**config.mk**
```make
export PLATFORM = sky130hd
export DESIGN_NAME = uec_engine_ctrl
export DESIGN_NICKNAME = d
export VERILOG_FILES = /design/src/uec_pkg.sv /design/src/uec_engine_ctrl.sv
export VERILOG_INCLUDE_DIRS = /design/src
export SDC_FILE = /design/constraint.sdc
export NUM_CORES = 1
export LEC_CHECK = 0
export ABC_AREA = 1
export BUFFER_PORTS_ARGS = -buffer_cell sky130_fd_sc_hd__buf_2
export CAP_MARGIN = 0
export CORE_ASPECT_RATIO = 1.25
export CORE_MARGIN = 3
export CORE_UTILIZATION = 30
export DETAILED_ROUTE_END_ITERATION = 12
export RECOVER_POWER = 100
export SETUP_SLACK_MARGIN = 0.5
export SLEW_MARGIN = 10
export SYNTH_ARGS = -nofsm -noshare
export SYNTH_HDL_FRONTEND = slang
export SYNTH_SLANG_ARGS = --single-unit
```
**constraint.sdc**
```tcl
create_clock -name clk -period 2.3 [get_ports clk]
set_input_delay 0.115 -clock clk [delete_from_list [all_inputs] [get_ports clk]]
set_output_delay 0.115 -clock clk [all_outputs]
set_load 0.03 [all_outputs]
```
**src/uec_defines.svh**
```systemverilog
// Offsets, field positions, reset values and timing counts of the engine control block
`ifndef UEC_DEFINES_SVH
`define UEC_DEFINES_SVH
`define UEC_ADDR_W 16
`define UEC_OFF_CTRL1 16'h7f94
`define UEC_OFF_CONFIG 16'h7f98
`define UEC_OFF_CTRL2 16'h7fa9
`define UEC_OFF_EPCMD 16'h7faa
`define UEC_OFF_NCTL_HI 16'h7fab
`define UEC_OFF_NCTL_LO 16'h7fac
`define UEC_OFF_RSVD 16'h7fad
`define UEC_OFF_FRAME_LO 16'h7f90
`define UEC_OFF_FRAME_HI 16'h7f91
`define UEC_OFF_ENDPOINT_CONTROL_BITS_LO 16'h7fb0
`define UEC_OFF_ENDPOINT_CONTROL_BITS_HI 16'h7fbf
`define UEC_RST_CONFIG 8'h40
`define UEC_RST_ZERO 8'h00
`define UEC_CFG_FULL_SPEED_ENABLE 7
`define UEC_CFG_ENG_RST 6
`define UEC_CFG_FRM_RST 5
`define UEC_CFG_EXTFRM 4
`define UEC_CFG_SUSP 3
`define UEC_CFG_RESUME 2
`define UEC_CTRL2_BUSY 2
`define UEC_EPC_TX_BIT 7
`define UEC_EPC_BUS_RST_NS 2667
`define UEC_CLK_NS 25
`define UEC_BUS_RST_CYC ((`UEC_EPC_BUS_RST_NS + `UEC_CLK_NS - 1) / `UEC_CLK_NS)
`define UEC_ISO_1023 11'h3ff
`define UEC_ISO_240 11'h0f0
`define UEC_ISO_496 11'h1f0
`endif

```
**src/uec_pkg.sv**
```systemverilog
// Types shared by the engine control block
`default_nettype none
package uec_pkg;
  typedef enum logic [1:0] {UEC_HS_OFF, UEC_HS_STALL, UEC_HS_NORMAL, UEC_HS_NAK} uec_hs_t;
  typedef struct packed {
    logic iso;
    uec_hs_t hs;
    logic toggle;
  } uec_dir_t;
  typedef struct packed {
    uec_dir_t tx;
    uec_dir_t rx;
  } uec_ep_t;
  typedef struct packed {
    logic dma_inhibit;
    logic force_ack;
    logic force_last_tag;
    logic force_overflow;
    logic force_abort;
    logic force_end_of_transaction;
  } uec_force_t;
  typedef struct packed {
    logic setup_seen;
    logic [3:0] endpoint;
    logic resume_seen;
    logic se0;
    logic frame_load;
    logic [10:0] frame_value;
    logic frame_missed;
    logic rx_last_tag;
    logic tx_success;
  } uec_eng_t;
endpackage : uec_pkg
`default_nettype wire

```
**src/uec_engine_ctrl.sv**
```systemverilog
// Control, configuration and endpoint command logic of the serial interface engine
// Summary of operation
// - DMA inhibit bit stops engine DMA transfers while set.
// - Force acknowledge bit makes receive always answer with acknowledge.
// - Force tag bit marks next transmit FIFO byte as last payload byte.
// - Force overflow bit raises receive overflow and flushes receive FIFO.
// - Force abort bit corrupts outgoing packet with a bit-stuff error.
// - Force end bit ends current engine transaction.
// - Control one bit 1 shows receive last tag, bit 0 transmit success.
// - Engine reset bit resets engine; frame reset clears low and high bits 2:0.
// - Extended frame bits 7:3 zero when off, count bit 2 falls when on.
// - Suspend bit forces engine into bus suspend; firmware decides when.
// - Resume bit drives resume signaling on the bus.
// - Resume seen in suspend sets status bit and pulses an interrupt.
// - SE0 for 32 bit times sets bus reset status and pulses an interrupt.
// - Busy-on-setup makes control endpoint busy on setup in enabled directions.
// - Two-bit limit picks 1023, 240 or 496 byte isochronous payload.
// - Command bit 7 selects transmit or receive direction bits.
// - Codes 0 to 3 set disabled, stall, normal or NAK handshake.
// - Codes 4 to 7 clear or set toggle, clear or set iso.
// - Command write changes one endpoint selected by bits 3:0 only.
// - Marked endpoints give no response to setup tokens.
`include "uec_defines.svh"
`default_nettype none
module uec_engine_ctrl
  import uec_pkg::*;
#(
  parameter int EP_NUM = 16
) (
  input wire logic clk,
  input wire logic nrst,
  input wire logic [`UEC_ADDR_W-1:0] bus_addr,
  input wire logic [7:0] bus_wdata,
  input wire logic bus_wr,
  input wire logic bus_rd,
  output logic [7:0] bus_rdata,
  input wire uec_eng_t eng_in,
  output uec_force_t force_out,
  output logic engine_reset_out,
  output logic engine_suspend_out,
  output logic engine_send_resume_out,
  output logic full_speed_enable_out,
  output logic setup_ignore_out,
  output logic [10:0] iso_limit_bytes,
  output uec_ep_t [EP_NUM-1:0] ep_ctrl_out,
  output logic resume_irq,
  output logic bus_reset_irq
);
  logic [7:0] ctrl1_r;
  logic [5:0] config_r;
  logic [2:0] ctrl2_r;
  logic [7:0] epcmd_r;
  logic [7:0] nctl_hi_r;
  logic [7:0] nctl_lo_r;
  logic eng_rst_r;
  logic resume_seen_r;
  logic bus_reset_r;
  logic [7:0] se0_cnt_r;
  logic [7:0] se0_cnt_nxt;
  logic [15:0] frame_r;
  logic [15:0] frame_nxt;
  logic [7:0] rdata_nxt;
  logic [7:0] rdata_r;
  uec_ep_t [EP_NUM-1:0] ep_r;

  wire wr_ctrl1 = bus_wr && bus_addr == `UEC_OFF_CTRL1;
  wire wr_config = bus_wr && bus_addr == `UEC_OFF_CONFIG;
  wire wr_ctrl2 = bus_wr && bus_addr == `UEC_OFF_CTRL2;
  wire wr_epcmd = bus_wr && bus_addr == `UEC_OFF_EPCMD;
  wire wr_nctl_hi = bus_wr && bus_addr == `UEC_OFF_NCTL_HI;
  wire wr_nctl_lo = bus_wr && bus_addr == `UEC_OFF_NCTL_LO;
  wire eng_rst_now = wr_config && bus_wdata[`UEC_CFG_ENG_RST];
  wire frm_rst_now = wr_config && bus_wdata[`UEC_CFG_FRM_RST];
  // Config bits 7:2 sit in config_r[5:0], so every field index drops by two
  wire extfrm_en = config_r[`UEC_CFG_EXTFRM - 2];
  wire [3:0] cmd_ep = bus_wdata[3:0];
  wire cmd_tx = bus_wdata[`UEC_EPC_TX_BIT];
  wire [2:0] cmd_code = bus_wdata[6:4];
  wire [15:0] nctl_all = {nctl_hi_r, nctl_lo_r};
  wire se0_long = se0_cnt_r >= 8'(`UEC_BUS_RST_CYC);
  wire ep_is_ctrl = !nctl_all[eng_in.endpoint];

  // Control one bits 7:2 feed the engine side ports; force bits go straight to the engine
  assign force_out.dma_inhibit = ctrl1_r[7];
  assign force_out.force_ack = ctrl1_r[6];
  assign force_out.force_last_tag = ctrl1_r[5];
  assign force_out.force_overflow = ctrl1_r[4];
  assign force_out.force_abort = ctrl1_r[3];
  assign force_out.force_end_of_transaction = ctrl1_r[2];
  assign full_speed_enable_out = config_r[5];
  assign engine_reset_out = eng_rst_r;
  assign engine_suspend_out = config_r[`UEC_CFG_SUSP - 2];
  assign engine_send_resume_out = config_r[`UEC_CFG_RESUME - 2];
  assign setup_ignore_out = eng_in.setup_seen && !ep_is_ctrl;
  assign ep_ctrl_out = ep_r;
  assign bus_rdata = rdata_r;

  // Limit code 01 and 11 share the short payload
  always_comb begin
    unique case (ctrl2_r[1:0])
      2'b00: iso_limit_bytes = `UEC_ISO_1023;
      2'b10: iso_limit_bytes = `UEC_ISO_496;
      default: iso_limit_bytes = `UEC_ISO_240;
    endcase
  end

  always_comb begin
    se0_cnt_nxt = se0_cnt_r;
    if (!eng_in.se0) begin
      se0_cnt_nxt = 8'h00;
    end else if (!se0_long) begin
      se0_cnt_nxt = se0_cnt_r + 8'h01;
    end
  end

  // Extended bits follow falls of bit 10; only the high bits keep the width
  always_comb begin
    frame_nxt = frame_r;
    if (eng_in.frame_load) begin
      frame_nxt[10:0] = eng_in.frame_value;
    end else if (eng_in.frame_missed) begin
      frame_nxt[10:0] = frame_r[10:0] + 11'h001;
    end
    if (extfrm_en && frame_r[10] && !frame_nxt[10]) begin
      frame_nxt[15:11] = frame_r[15:11] + 5'h01;
    end
    if (!extfrm_en) begin
      frame_nxt[15:11] = 5'h00;
    end
    if (frm_rst_now) begin
      frame_nxt[10:0] = 11'h000;
    end
  end

  always_comb begin
    unique case (bus_addr)
      `UEC_OFF_CTRL1: rdata_nxt = {ctrl1_r[7:2], eng_in.rx_last_tag, eng_in.tx_success};
      `UEC_OFF_CONFIG: rdata_nxt = {config_r, resume_seen_r, bus_reset_r};
      `UEC_OFF_CTRL2: rdata_nxt = {5'h00, ctrl2_r};
      `UEC_OFF_EPCMD: rdata_nxt = epcmd_r;
      `UEC_OFF_NCTL_HI: rdata_nxt = nctl_hi_r;
      `UEC_OFF_NCTL_LO: rdata_nxt = nctl_lo_r;
      `UEC_OFF_FRAME_LO: rdata_nxt = frame_r[7:0];
      `UEC_OFF_FRAME_HI: rdata_nxt = frame_r[15:8];
      default: rdata_nxt = `UEC_RST_ZERO;
    endcase
    if (bus_addr >= `UEC_OFF_ENDPOINT_CONTROL_BITS_LO && bus_addr <= `UEC_OFF_ENDPOINT_CONTROL_BITS_HI) begin
      rdata_nxt = ep_r[bus_addr[3:0]];
    end
  end

  always_ff @(posedge clk or negedge nrst) begin
    if (!nrst) begin
      rdata_r <= `UEC_RST_ZERO;
    end else begin
      rdata_r <= bus_rd ? rdata_nxt : `UEC_RST_ZERO;
    end
  end

  // Reset and frame-reset bits are strobes; only the engine reset bit holds, at its reset value of 1 until a config write
  always_ff @(posedge clk or negedge nrst) begin
    if (!nrst) begin
      ctrl1_r <= `UEC_RST_ZERO;
      config_r <= 6'(`UEC_RST_CONFIG >> 2);
      ctrl2_r <= 3'h0;
      epcmd_r <= `UEC_RST_ZERO;
      nctl_hi_r <= `UEC_RST_ZERO;
      nctl_lo_r <= `UEC_RST_ZERO;
      eng_rst_r <= 1'b0;
    end else begin
      eng_rst_r <= eng_rst_now;
      if (wr_ctrl1) begin
        ctrl1_r <= {bus_wdata[7:2], 2'b00};
      end
      if (wr_config) begin
        config_r <= {bus_wdata[7], 1'b0, 1'b0, bus_wdata[4:2]};
      end
      if (wr_ctrl2) begin
        ctrl2_r <= bus_wdata[2:0];
      end
      if (wr_epcmd) begin
        epcmd_r <= bus_wdata;
      end
      if (wr_nctl_hi) begin
        nctl_hi_r <= bus_wdata;
      end
      if (wr_nctl_lo) begin
        nctl_lo_r <= bus_wdata;
      end
    end
  end

  // Resume status clears when suspend is off; bus reset status follows the long SE0 level
  always_ff @(posedge clk or negedge nrst) begin
    if (!nrst) begin
      resume_seen_r <= 1'b0;
      bus_reset_r <= 1'b0;
      se0_cnt_r <= 8'h00;
      frame_r <= 16'h0000;
      resume_irq <= 1'b0;
      bus_reset_irq <= 1'b0;
    end else begin
      se0_cnt_r <= se0_cnt_nxt;
      frame_r <= frame_nxt;
      resume_irq <= eng_in.resume_seen && engine_suspend_out && !resume_seen_r;
      bus_reset_irq <= se0_long && !bus_reset_r;
      if (eng_in.resume_seen && engine_suspend_out) begin
        resume_seen_r <= 1'b1;
      end else if (!engine_suspend_out) begin
        resume_seen_r <= 1'b0;
      end
      bus_reset_r <= se0_long;
    end
  end

  // One command write touches only the selected endpoint and direction
  always_ff @(posedge clk or negedge nrst) begin
    if (!nrst) begin
      ep_r <= '0;
    end else begin
      if (wr_epcmd) begin
        if (cmd_tx) begin
          unique case (cmd_code)
            3'h0: ep_r[cmd_ep].tx.hs <= UEC_HS_OFF;
            3'h1: ep_r[cmd_ep].tx.hs <= UEC_HS_STALL;
            3'h2: ep_r[cmd_ep].tx.hs <= UEC_HS_NORMAL;
            3'h3: ep_r[cmd_ep].tx.hs <= UEC_HS_NAK;
            3'h4: ep_r[cmd_ep].tx.toggle <= 1'b0;
            3'h5: ep_r[cmd_ep].tx.toggle <= 1'b1;
            3'h6: ep_r[cmd_ep].tx.iso <= 1'b0;
            3'h7: ep_r[cmd_ep].tx.iso <= 1'b1;
          endcase
        end else begin
          unique case (cmd_code)
            3'h0: ep_r[cmd_ep].rx.hs <= UEC_HS_OFF;
            3'h1: ep_r[cmd_ep].rx.hs <= UEC_HS_STALL;
            3'h2: ep_r[cmd_ep].rx.hs <= UEC_HS_NORMAL;
            3'h3: ep_r[cmd_ep].rx.hs <= UEC_HS_NAK;
            3'h4: ep_r[cmd_ep].rx.toggle <= 1'b0;
            3'h5: ep_r[cmd_ep].rx.toggle <= 1'b1;
            3'h6: ep_r[cmd_ep].rx.iso <= 1'b0;
            3'h7: ep_r[cmd_ep].rx.iso <= 1'b1;
          endcase
        end
      end else if (eng_in.setup_seen && ctrl2_r[`UEC_CTRL2_BUSY] && ep_is_ctrl) begin
        // Busy means always-NAK; a disabled direction stays disabled
        if (ep_r[eng_in.endpoint].tx.hs != UEC_HS_OFF) begin
          ep_r[eng_in.endpoint].tx.hs <= UEC_HS_NAK;
        end
        if (ep_r[eng_in.endpoint].rx.hs != UEC_HS_OFF) begin
          ep_r[eng_in.endpoint].rx.hs <= UEC_HS_NAK;
        end
      end
    end
  end
endmodule // uec_engine_ctrl
`default_nettype wire

```
; Yosys cells after proc, flatten, opt, wreduce, memory -nomap -nowiden
; Cells that the tools add are included.
[word_totals]
inputBits = 50
reg_bits = 203
output_inout_bits = 160
elab_cells = 233
[classes]
reduce_logical = 29
magnitude_cmp = 8
eq_ne = 19
n_mux = 62
add_sub_neg = 3
[op_table]
columns = op, count
row1 = $bwmux W128, 18
row2 = $pmux W128 S8, 2
row3 = $mux W128, 7
row4 = $demux W8 S4, 8
row5 = $eq A16 B15 Y1 const B, 8
row6 = $bmux W8 S4, 2
row7 = $pmux W8 S8, 1
row8 = $mux W8, 6
row9 = $mux W11, 3
row10 = $mux W7, 3
row11 = $pmux W10 S2, 1
row12 = $logic_and A1 B1 Y1, 19
row13 = $ge A16 B15 Y1 const B, 1
row14 = $le A16 B15 Y1 const B, 1
row15 = $lt A4 B5 Y1 const B, 3
row16 = $mux W5, 3
row17 = $eq A3 B3 Y1 const B, 4
row18 = $add A11 B1 Y11 const B, 1
row19 = $add A8 B1 Y8 const B, 1
row20 = $ge A4 B1 Y1 const B, 2
row21 = $ge A8 B7 Y1 const B, 1
row22 = $eq A3 B2 Y1 const B, 2
row23 = $mux W3, 2
row24 = $reduce_bool A2 Y1, 3
row25 = 12 further kinds, 19

; Depth between registers and ports, before layout
; Gate-level depths: netlist (run 1).
[logic_depth]
ltp_word = 12
mapped_depth = 16
mapped_depth_nobuf = 14

; Worst setup path after synthesis (run 1)
; No wires, ideal clock.
[synth_path]
path_kind = flip-flop to flip-flop
start = register frame_r[0]
end = register frame_r[14]
period_less_slack_ns = 1.737
required_ns = 2.183
arrival_time_ns = 1.620
n_path_buf = 0
setup_time_ns = 0.117
stages_incl_launch_ff = 11
path_slack_ns = 0.563
path_cell_list = dfrtp_1 -> ha_1 -> nand2_1 -> inv_1 -> nand2_1 -> nor2_1 -> nand4_1 -> a211oi_2 -> nor2_1 -> nand2_1 -> nand2_1
[synth_between]
elab_chain_cells = 6
[synth_rtl]
columns = element, line
row1 = "start, declared", uec_engine_ctrl.sv:60  ; logic [15:0] frame_r;
row2 = "start signal, assigned", uec_engine_ctrl.sv:204  ; frame_r <= frame_nxt;
row3 = $add A11 B1 Y11, uec_engine_ctrl.sv:122  ; frame_nxt[10:0] = frame_r[10:0] + 11'h001;
row4 = $mux W11, uec_engine_ctrl.sv:121  ; end else if (eng_in.frame_missed) begin
row5 = $mux W11, uec_engine_ctrl.sv:119  ; if (eng_in.frame_load) begin
row6 = $logic_not A1 Y1, uec_engine_ctrl.sv:124  ; if (extfrm_en && frame_r[10] && !frame_nxt[10]) begin
row7 = $logic_and A1 B1 Y1, uec_engine_ctrl.sv:124
row8 = $ne A2 B1 Y1 (no source line), n/a
; No other way between the ends. The select of a mux whose other input is x is not followed.
; A chain may end at the register's enable or synchronous reset.

; Final worst setup path (run 1)
[layout_path]
start = input port bus_wdata[5]
end = register ep_r, in the netlist ep_ctrl_out[61]
[layout_between]
elab_chain_cells = 4
elab_cells_between_ends = 12
cone_classes = eq/ne (7) / mux (4) / reduce/logical (1)
[layout_rtl]
columns = element, line
row1 = "start, declared", uec_engine_ctrl.sv:33  ; input wire logic [7:0] bus_wdata,
row2 = $eq A3 B3 Y1 (tied with other cells), "uec_engine_ctrl.sv:223, uec_engine_ctrl.sv:234"
row3 = "$pmux W128 S8, on equally long branches", "uec_engine_ctrl.sv:234, uec_engine_ctrl.sv:223"
row4 = $mux W128 *, uec_engine_ctrl.sv:222  ; if (cmd_tx) begin
row5 = $mux W128 *, uec_engine_ctrl.sv:221  ; if (wr_epcmd) begin
row6 = "end, declared", uec_engine_ctrl.sv:64  ; uec_ep_t [EP_NUM-1:0] ep_r;
; Mark *: on every way between the ends. The rest lies on a longest branch, timed or not.

==> impl_metrics.sql, run 1 <==
INSERT INTO impl_metrics (metric_group, metric, value, unit) VALUES
('status', 'result_of_the_run', 'completed', ''),
('setup_path', 'cp_data_required_time', '2760', 'ps'),
('yosys', 'synth_enable_flop_cells', '0', ''),
('route', 'vias_per_cell', '5.42', ''),
('clock_tree', 'h-tree-depth', '1', ''),
('cells_and_area', 'multi_input_comb_area', '7730', 'um2'),
('yosys', 'synth_cell_area', '13700', 'um2'),
('setup_path', 'worstRegToRegCells', '10', ''),
('sta', 'timing.final.max_slew_violations', '0', ''),
('route', 'drtIter0Drc', '1692', ''),
('placed_design', 'finalWeightedCongestion', '0.974', ''),
('sta', 'grt_setup_unrepaired', 'true', ''),
('global_route', 'grt_max_degree', '61', ''),
('clock_tree', 'cts_num_sinks', '203', ''),
('route', 'drt_pre_antenna_iters', '8', ''),
('setup_path', 'start_kind', 'input pin', ''),
('placed_design', 'detailedPlace.worstSlack', '127', 'ps'),
('setup_path', 'crit_fanout', '16', ''),
('route', 'postRouteAntennaNets', '0', ''),
('die', 'io_pins', '210', ''),
('sta', 'finalSetupTns', '0', 'ps'),
('power', 'worst_ir_drop_vdd', '0.000445', 'V'),
('setup_path', 'timing.reg2reg.setup_slack', '300', 'ps'),
('power', 'p_total', '8.89', 'mW'),
('cells_and_area', 'final_layout_size_suffix_gt1_share', '14.0', '%'),
('die', 'placementRows', '87', ''),
('sta', 'timing_hold_violations_final', '0', ''),
('hold_path', 'timing.hold.worst_path_depth', '7', ''),
('sta', 'timing.fmax', '487', 'MHz'),
('clock_tree', 'tritoncts.num_buffers', '24', ''),
('yosys', 'postSynthCellCount', '2165', ''),
('die', 'die_height', '245', 'um'),
('sta', 'finalCriticalPeriod', '2050', 'ps'),
('route', 'number_of_remaining_drc_errors', '0', ''),
('die', 'die_area', '48400', 'um2'),
('cells_and_area', 'area.sequential', '5100', 'um2'),
('setup_path', 'worstSetupStartpoint', 'bus_wdata[5]', ''),
('yosys', 'synth-async-reset-ratio', '100', '%'),
('hold_path', 'timing.hold.worst.class', 'in2reg', ''),
('yosys', 'netlist-cell-type-count', '43', ''),
('clock_tree', 'tritoncts', 'yes', ''),
('placed_design', 'dpl.hpwl', '47900', 'um'),
('clock_tree', 'clk-insertion-delay-late', '570', 'ps'),
('clock_tree', 'clkTransAtPathRegs', '60', 'ps'),
('cells_and_area', 'layout.filler_cells', '4836', ''),
('run', 'drv.max_cap_violation_count', '0', ''),
('sta', 'worst_pin_slew', '1290', 'ps'),
('yosys', 'ys.warnings.count', '0', ''),
('setup_path', 'critical_path_class', 'in2reg', ''),
('route', 'wl_per_cell', '21.3', 'um'),
('cells_and_area', 'flow.area_growth_from_synthesis', '27.3', '%'),
('clock_tree', 'cts.root.buffer_cell', 'clkbuf_16', ''),
('hold_path', 'hold_path_startpoint', 'eng_in[1]', ''),
('sta', 'min_period_over_period', '89.2', '%'),
('global_route', 'grt_first_pass_wirelength', '96300', 'um'),
('yosys', 'number_of_register_bits_inferred_by_synthesis', '203', ''),
('yosys', 'synth_area_per_cell', '6.34', 'um2'),
('die', 'core-area', '45200', 'um2'),
('power', 'total_leakage_power', '8.57', 'nW'),
('power', 'power_density_relative_to_cell_area', '509', 'nW/um2'),
('route', 'detailed_route_via_count', '16700', ''),
('cells_and_area', 'final_nets', '2531', ''),
('setup_path', 'worst_setup_path_end_kind', 'flip-flop', ''),
('setup_path', 'critPathArrivalTime', '2510', 'ps'),
('global_route', 'first_global_vias', '16100', ''),
('global_route', 'gr-total-overflow', '0', ''),
('sta', 'skew', '11.7', 'ps'),
('clock_tree', 'clk_path_buf_depth', '3', ''),
('yosys', 'ys_dominant_reg_cell', 'dfrtp_1', ''),
('sta', 'worst_case_headroom_to_the_max_slew_limit', '13.9', '%'),
('global_route', 'antenna_found_initial', '3', ''),
('placed_design', 'portBuffers', '204', ''),
('global_route', 'global_route.usage.total', '25.8', '%'),
('die', 'start_util', '30.4', '%'),
('die', 'die-width', '197', 'um'),
('setup_path', 'critical_r2r_launch', 'frame_r[0]', ''),
('route', 'detail_route.wirelength', '65500', 'um'),
('sta', 'setup_viol', '0', ''),
('yosys', 'synth_sequential_area_ratio', '37.0', '%'),
('sta', 'fin_ws', '247', 'ps');
## cell type report
type	count	share of cell area [%]
diodes	3	0.0430
clock buffers	32	3.95
clock inverters	11	1.23
inverters	184	3.98
multi-input cells	1690	44.2
flip-flops and latches	203	29.2
well taps	578	4.14
repair buffers	375	13.3
## power by group
group,switching [mW],internal (mW)
Combinational,0.628,0.237
Sequential,0.0444,3.60
Clock,1.70,2.68
## registers in the layout, indices dropped and copies added, names as in the netlist
signal	count
bus_reset_r	1
engine_reset_out	1
resume_irq	1
config_r	5
frame_r	16
ctrl2_r	3
epcmd_r	8
bus_reset_irq	1
resume_seen_r	1
se0_cnt_r	8
bus_rdata	8
nctl_lo_r	8
ctrl1_r	6
ep_ctrl_out	128
nctl_hi_r	8
## repair_timing
item	in CTS	in global routing
endpoints found under the setup margin	67	73
cloned	0	4
hold buffers	16	0
pin swaps	14	33
resized for setup	31	103
endpoints found under the hold margin	85	0
buffers inserted	23	15
## through the flow
stage,util (%),instance area [um2],hold slack [ps],std cells
2_1_floorplan,-,13700,-181,2168
6_report,38.7,17500,16.8,3076
3_3_place_gp,35.4,16000,167,2972
5_1_grt,38.7,17500,45.7,3073
3_5_place_dp,35.4,16000,170,2972
4_1_cts,38.3,17300,6.21,3054
## logic make-up after synthesis
kind of cell	share of synthesized area (%)
buffers and inverters	8.38
AOI/OAI and AO/OA	15.5
other	0.0547
xor gates and xnor gates	0.255
adders and majority gates	0.273
DFF	37.0
and+or+nand+nor	38.5
## final timing paths
path                              endpoint
max                        ep_ctrl_out[61]
min                           bus_rdata[1]
max reg2reg                    frame_r[14]
min reg2reg                    config_r[4]
max in group asynchronous     se0_cnt_r[1]
min in group asynchronous  ep_ctrl_out[53]
## routing by layer
| layer | routed length (um) | vias to the layer above | global-route usage, % | share of wire [%] |
|---|---|---|---|---|
| met5 | 27 | - | 0 | 0.041 |
| met4 | 4430 | 4 | 15.0 | 6.8 |
| met3 | 5600 | 232 | 4.19 | 8.6 |
| met2 | 30300 | 940 | 43.0 | 46 |
| met1 | 25100 | 7843 | 31.5 | 38 |
| li1 | - | 7660 | - | - |
## cells in the final DEF, fill, tap and decap left out, types with 3 or more instances in the layout
cell	netlist	final
nand2_1	805	791
nor2_1	267	241
o21ai_0	184	188
dfrtp_1	202	187
nand3_1	167	164
clkbuf_1	37	163
inv_1	172	161
buf_4	16	127
o22ai_1	70	69
a21oi_1	65	64
buf_2	34	50
clkbuf_16	0	26
inv_2	11	21
nor2_4	6	21
o211ai_1	21	21
nand4_1	19	20
nor2_2	8	19
nand2_2	8	18
dlygate4sd3_1	0	16
dfrtp_2	0	15
buf_12	0	11
nor3_1	8	9
o311ai_0	9	9
a22oi_1	7	7
clkbuf_8	0	7
o21ai_1	10	5
o31ai_1	5	5
conb_1	2	5
bufinv_16	0	5
nand2_4	0	4
nand3_2	1	4
xor2_1	4	4
clkinvlp_4	0	4
diode_2	0	3
ha_1	3	3
buf_6	2	3
## worst max-delay path: stages
cell	delay, ps
buf_2	220
nor2_2	140
nand2_1	370
nand4_2	250
clkbuf_1	970
nor2_1	80
nor2_1	150
nand3_1	80
nand2_1	70
nand2_1	50
## cells in the mapped netlist, types with 9 or more instances
| library cell | instances | area (um2) |
|---|---|---|
| dfrtp_1 | 202 | 5050 |
| nand2_1 | 805 | 3020 |
| a21oi_1 | 65 | 325 |
| o21ai_0 | 184 | 921 |
| o211ai_1 | 21 | 158 |
| o22ai_1 | 70 | 438 |
| buf_2 | 34 | 170 |
| inv_1 | 172 | 646 |
| o21ai_1 | 10 | 50.1 |
| clkbuf_1 | 37 | 139 |
| o311ai_0 | 9 | 78.8 |
| nand3_1 | 167 | 836 |
| buf_4 | 16 | 120 |
| nor2_1 | 267 | 1000 |
| inv_2 | 11 | 41.3 |
| nand4_1 | 19 | 119 |
Power figures use the tool's default switching activity.
==> run 2: changes to the inputs <==
--- a/config.mk
+++ b/config.mk
@@ -11,8 +11,9 @@
 export CAP_MARGIN = 0
 export CORE_ASPECT_RATIO = 1.25
 export CORE_MARGIN = 3
-export CORE_UTILIZATION = 30
+export CORE_UTILIZATION = 58
 export DETAILED_ROUTE_END_ITERATION = 12
+export PLACE_DENSITY = 0.81
 export RECOVER_POWER = 100
 export SETUP_SLACK_MARGIN = 0.5
 export SLEW_MARGIN = 10
==> impl_metrics.sql, run 2 (synthesis results as in run 1) <==
INSERT INTO impl_metrics (metric_group, metric, value, unit) VALUES
('placed_design', 'finalWeightedCongestion', '1.06', ''),
('global_route', 'first_global_vias', '16600', ''),
('cells_and_area', 'flow.area_growth_from_synthesis', '25.3', '%'),
('clock_tree', 'cts.root.buffer_cell', 'clkbuf_16', ''),
('clock_tree', 'clkTransAtPathRegs', '60', 'ps'),
('global_route', 'grt-busiest-layer', 'met2', ''),
('run', 'drv.max_cap_violation_count', '1', ''),
('route', 'detailed_route_via_count', '17700', ''),
('power', 'p_total', '8.34', 'mW'),
('setup_path', 'critPathMostFrequentCell', 'nor2_1', ''),
('route', 'number_of_remaining_drc_errors', '0', ''),
('power', 'pwr-share-seq', '43.7', '%'),
('setup_path', 'crit_fanout', '26', ''),
('hold_path', 'timing.hold.worst.class', 'in2reg', ''),
('sta', 'worst_pin_slew', '1590', 'ps'),
('route', 'drt_pre_antenna_iters', '6', ''),
('setup_path', 'critPathArrivalTime', '2560', 'ps'),
('power', 'clockPowerShare', '45.8', '%'),
('die', 'placementRows', '62', ''),
('power', 'power.combinational.fraction', '10.5', '%'),
('setup_path', 'worst-path-buf-inv', '4', ''),
('route', 'wl_per_cell', '22.7', 'um'),
('placed_design', 'placedInstanceArea', '15600', 'um2'),
('cells_and_area', 'layout.filler_cells', '1950', ''),
('status', 'result_of_the_run', 'complete, but fails checks', ''),
('route', 'drtIter0Drc', '2360', ''),
('cells_and_area', 'final_layout_size_suffix_gt1_share', '15.1', '%'),
('cells_and_area', 'post-route-cell-area', '17200', 'um2'),
('route', 'detail_route.wirelength', '63000', 'um'),
('cells_and_area', 'antennaDiodeCount', '0', ''),
('global_route', 'grt_use_met1', '56.6', '%'),
('die', 'die_height', '178', 'um'),
('placed_design', 'dpl.hpwl', '43300', 'um'),
('global_route', 'grt_util_met2', '73.9', '%'),
('sta', 'timing.final.max_slew_violations', '59', ''),
('sta', 'skew', '8.63', 'ps'),
('power', 'netSwitchingPower', '2.29', 'mW'),
('die', 'die-width', '144', 'um'),
('sta', 'worst_case_headroom_to_the_max_slew_limit', '-5.87', '%'),
('placed_design', 'detailedPlace.worstSlack', '127', 'ps'),
('setup_path', 'critical_path_class', 'in2reg', ''),
('setup_path', 'worst_path_max_delay_cell', 'clkbuf_2', ''),
('die', 'die_area', '25600', 'um2'),
('setup_path', 'slowest_stage_delay_on_critical_path', '640', 'ps'),
('cells_and_area', 'mostFrequentLayoutCells', 'nand2_1, nor2_1, o21ai_0', ''),
('placed_design', 'portBuffers', '204', ''),
('global_route', 'antenna_found_initial', '1', ''),
('clock_tree', 'clk_path_buf_depth', '3', ''),
('power', 'sw_frac_of_total', '27.5', '%'),
('setup_path', 'worst_setup_path_end_kind', 'flip-flop', ''),
('route', 'vias_per_cell', '6.39', ''),
('setup_path', 'cp_top_family', 'simple AND/OR/NAND/NOR gates', ''),
('global_route', 'grt_use_met3', '9.31', '%'),
('power', 'worst_ir_drop_vdd', '0.000586', 'V'),
('sta', 'timing_hold_violations_final', '0', ''),
('global_route', 'grt_first_pass_wirelength', '90900', 'um'),
('clock_tree', 'tritoncts.num_buffers', '22', ''),
('sta', 'finalSetupTns', '0', 'ps'),
('die', 'io_pins', '210', ''),
('setup_path', 'start_kind', 'input pin', ''),
('sta', 'finalCriticalPeriod', '2110', 'ps'),
('global_route', 'grt_max_degree', '61', ''),
('die', 'start_util', '59.4', '%'),
('die', 'core-area', '23100', 'um2'),
('sta', 'timing.fmax', '474', 'MHz'),
('power', 'total_leakage_power', '8.62', 'nW'),
('cells_and_area', 'layout.cells.most_common', 'nand2_1', ''),
('status', 'failed_checks', 'max-capacitance violations, max-slew violations', ''),
('cells_and_area', 'final_nets', '2522', ''),
('cells_and_area', 'multi_input_comb_area', '7930', 'um2'),
('cells_and_area', 'flip_flop_count_of_the_largest_register_after_layout', '128', ''),
('clock_tree', 'clk-insertion-delay-late', '550', 'ps'),
('clock_tree', 'cts_num_sinks', '203', ''),
('sta', 'grt_setup_unrepaired', 'true', ''),
('route', 'postRouteAntennaNets', '0', ''),
('setup_path', 'critical_path.cell_chain', 'buf_2 > inv_1 > nor2_1 > nand3_1 > nor2_1 > nand4_2 > inv_2 > clkbuf_2 > nand2_1 > o21ai_0', ''),
('clock_tree', 'h-tree-depth', '1', ''),
('cells_and_area', 'area.sequential', '5100', 'um2'),
('power', 'cellInternalPower', '6.05', 'mW'),
('global_route', 'global_route.usage.total', '46.2', '%'),
('clock_tree', 'tritoncts', 'yes', ''),
('sta', 'setup_viol', '0', ''),
('cells_and_area', 'fin_util', '74.4', '%'),
('sta', 'fin_ws', '188', 'ps'),
('sta', 'min_period_over_period', '91.8', '%'),
('global_route', 'gr-total-overflow', '0', ''),
('setup_path', 'cp_data_required_time', '2750', 'ps'),
('power', 'power_density_relative_to_cell_area', '485', 'nW/um2');
[run 2: changes by cell type in the layout (fill, tap and decap cells not counted), moves of 7 or more]
cell | before | now
buf_4 | 127 | 115
nand2_1 | 791 | 757
nand3_1 | 164 | 150
nor2_4 | 21 | 14
nand3_2 | 4 | 14
nand2_2 | 18 | 46
nor2_1 | 241 | 252
[run 2: power by group through the flow]
stage / sequential [mW] / clock (mW) / combinational, mW
floorplan: 3.71 / 0 / 0.412
global placement: 3.71 / 0 / 0.778
detailed placement: 3.71 / 0 / 0.790
CTS: 3.64 / 3.78 / 0.837
global route: 3.65 / 3.93 / 0.919
finish: 3.65 / 3.82 / 0.872
[run 2: worst register-to-register path, stage by stage, from the launching register on]
cell	delay (ps)
dfrtp_1	420
nand2_1	80
nand2_1	50
nand2_1	60
nand2_1	60
nand2_1	70
nand2_2	40
nor2_1	250
buf_4	200
nand2_8	90
nand2_8	170
nand2_2	120
nor2_1	220
nand2_1	80
nand2_1	60
[run 2: cell type report]
cell class                      count  area share [%]
Timing Repair Buffer              367            13.6
Multi-Input combinational cell   1691            46.1
Clock inverter                     13            1.03
Clock buffer                       26            3.46
Tap cell                          288            2.09
Inverter                          184            4.06
Sequential cell                   203            29.7
[run 2: path summary, 6_finish.rpt]
| kind | end | from | cells past startpoint | slack (ps) |
|---|---|---|---|---|
| hold reg to reg | config_r[4] | config_r[4] | 2 | 460 |
| setup reg to reg | ep_ctrl_out[78] | nctl_lo_r[4] | 14 | 270 |
| setup / recovery | ep_ctrl_out[116] | bus_addr[7] | 10 | 190 |
| min in group asynchronous | frame_r[6] | nrst | 2 | 520 |
| max in group asynchronous | ep_ctrl_out[92] | nrst | 3 | 660 |
| hold / removal | bus_rdata[0] | eng_in[0] | 7 | 30 |
[run 2: metrics by stage]
step           hold slack [ps]  std cells
6_report                  26.8       2772
5_1_grt                   85.6       2772
4_1_cts                   21.6       2751
3_5_place_dp               131       2671
3_3_place_gp               132       2671
2_1_floorplan             -181       2168
[run 2: repair_timing]
action,in CTS,in global routing
hold buffers,16,0
endpoints found under the setup margin,70,76
endpoints found under the hold margin,85,0
buffers inserted,25,17
pin swaps,20,61
cloned,0,4
gates resized for setup,39,169
[run 2: per-layer routing]
metal / vias to the layer above / wire [um]
li1: 7646 / -
met1: 8029 / 21200
met2: 1594 / 27700
met3: 453 / 8590
met4: 2 / 5470
met5: - / 13
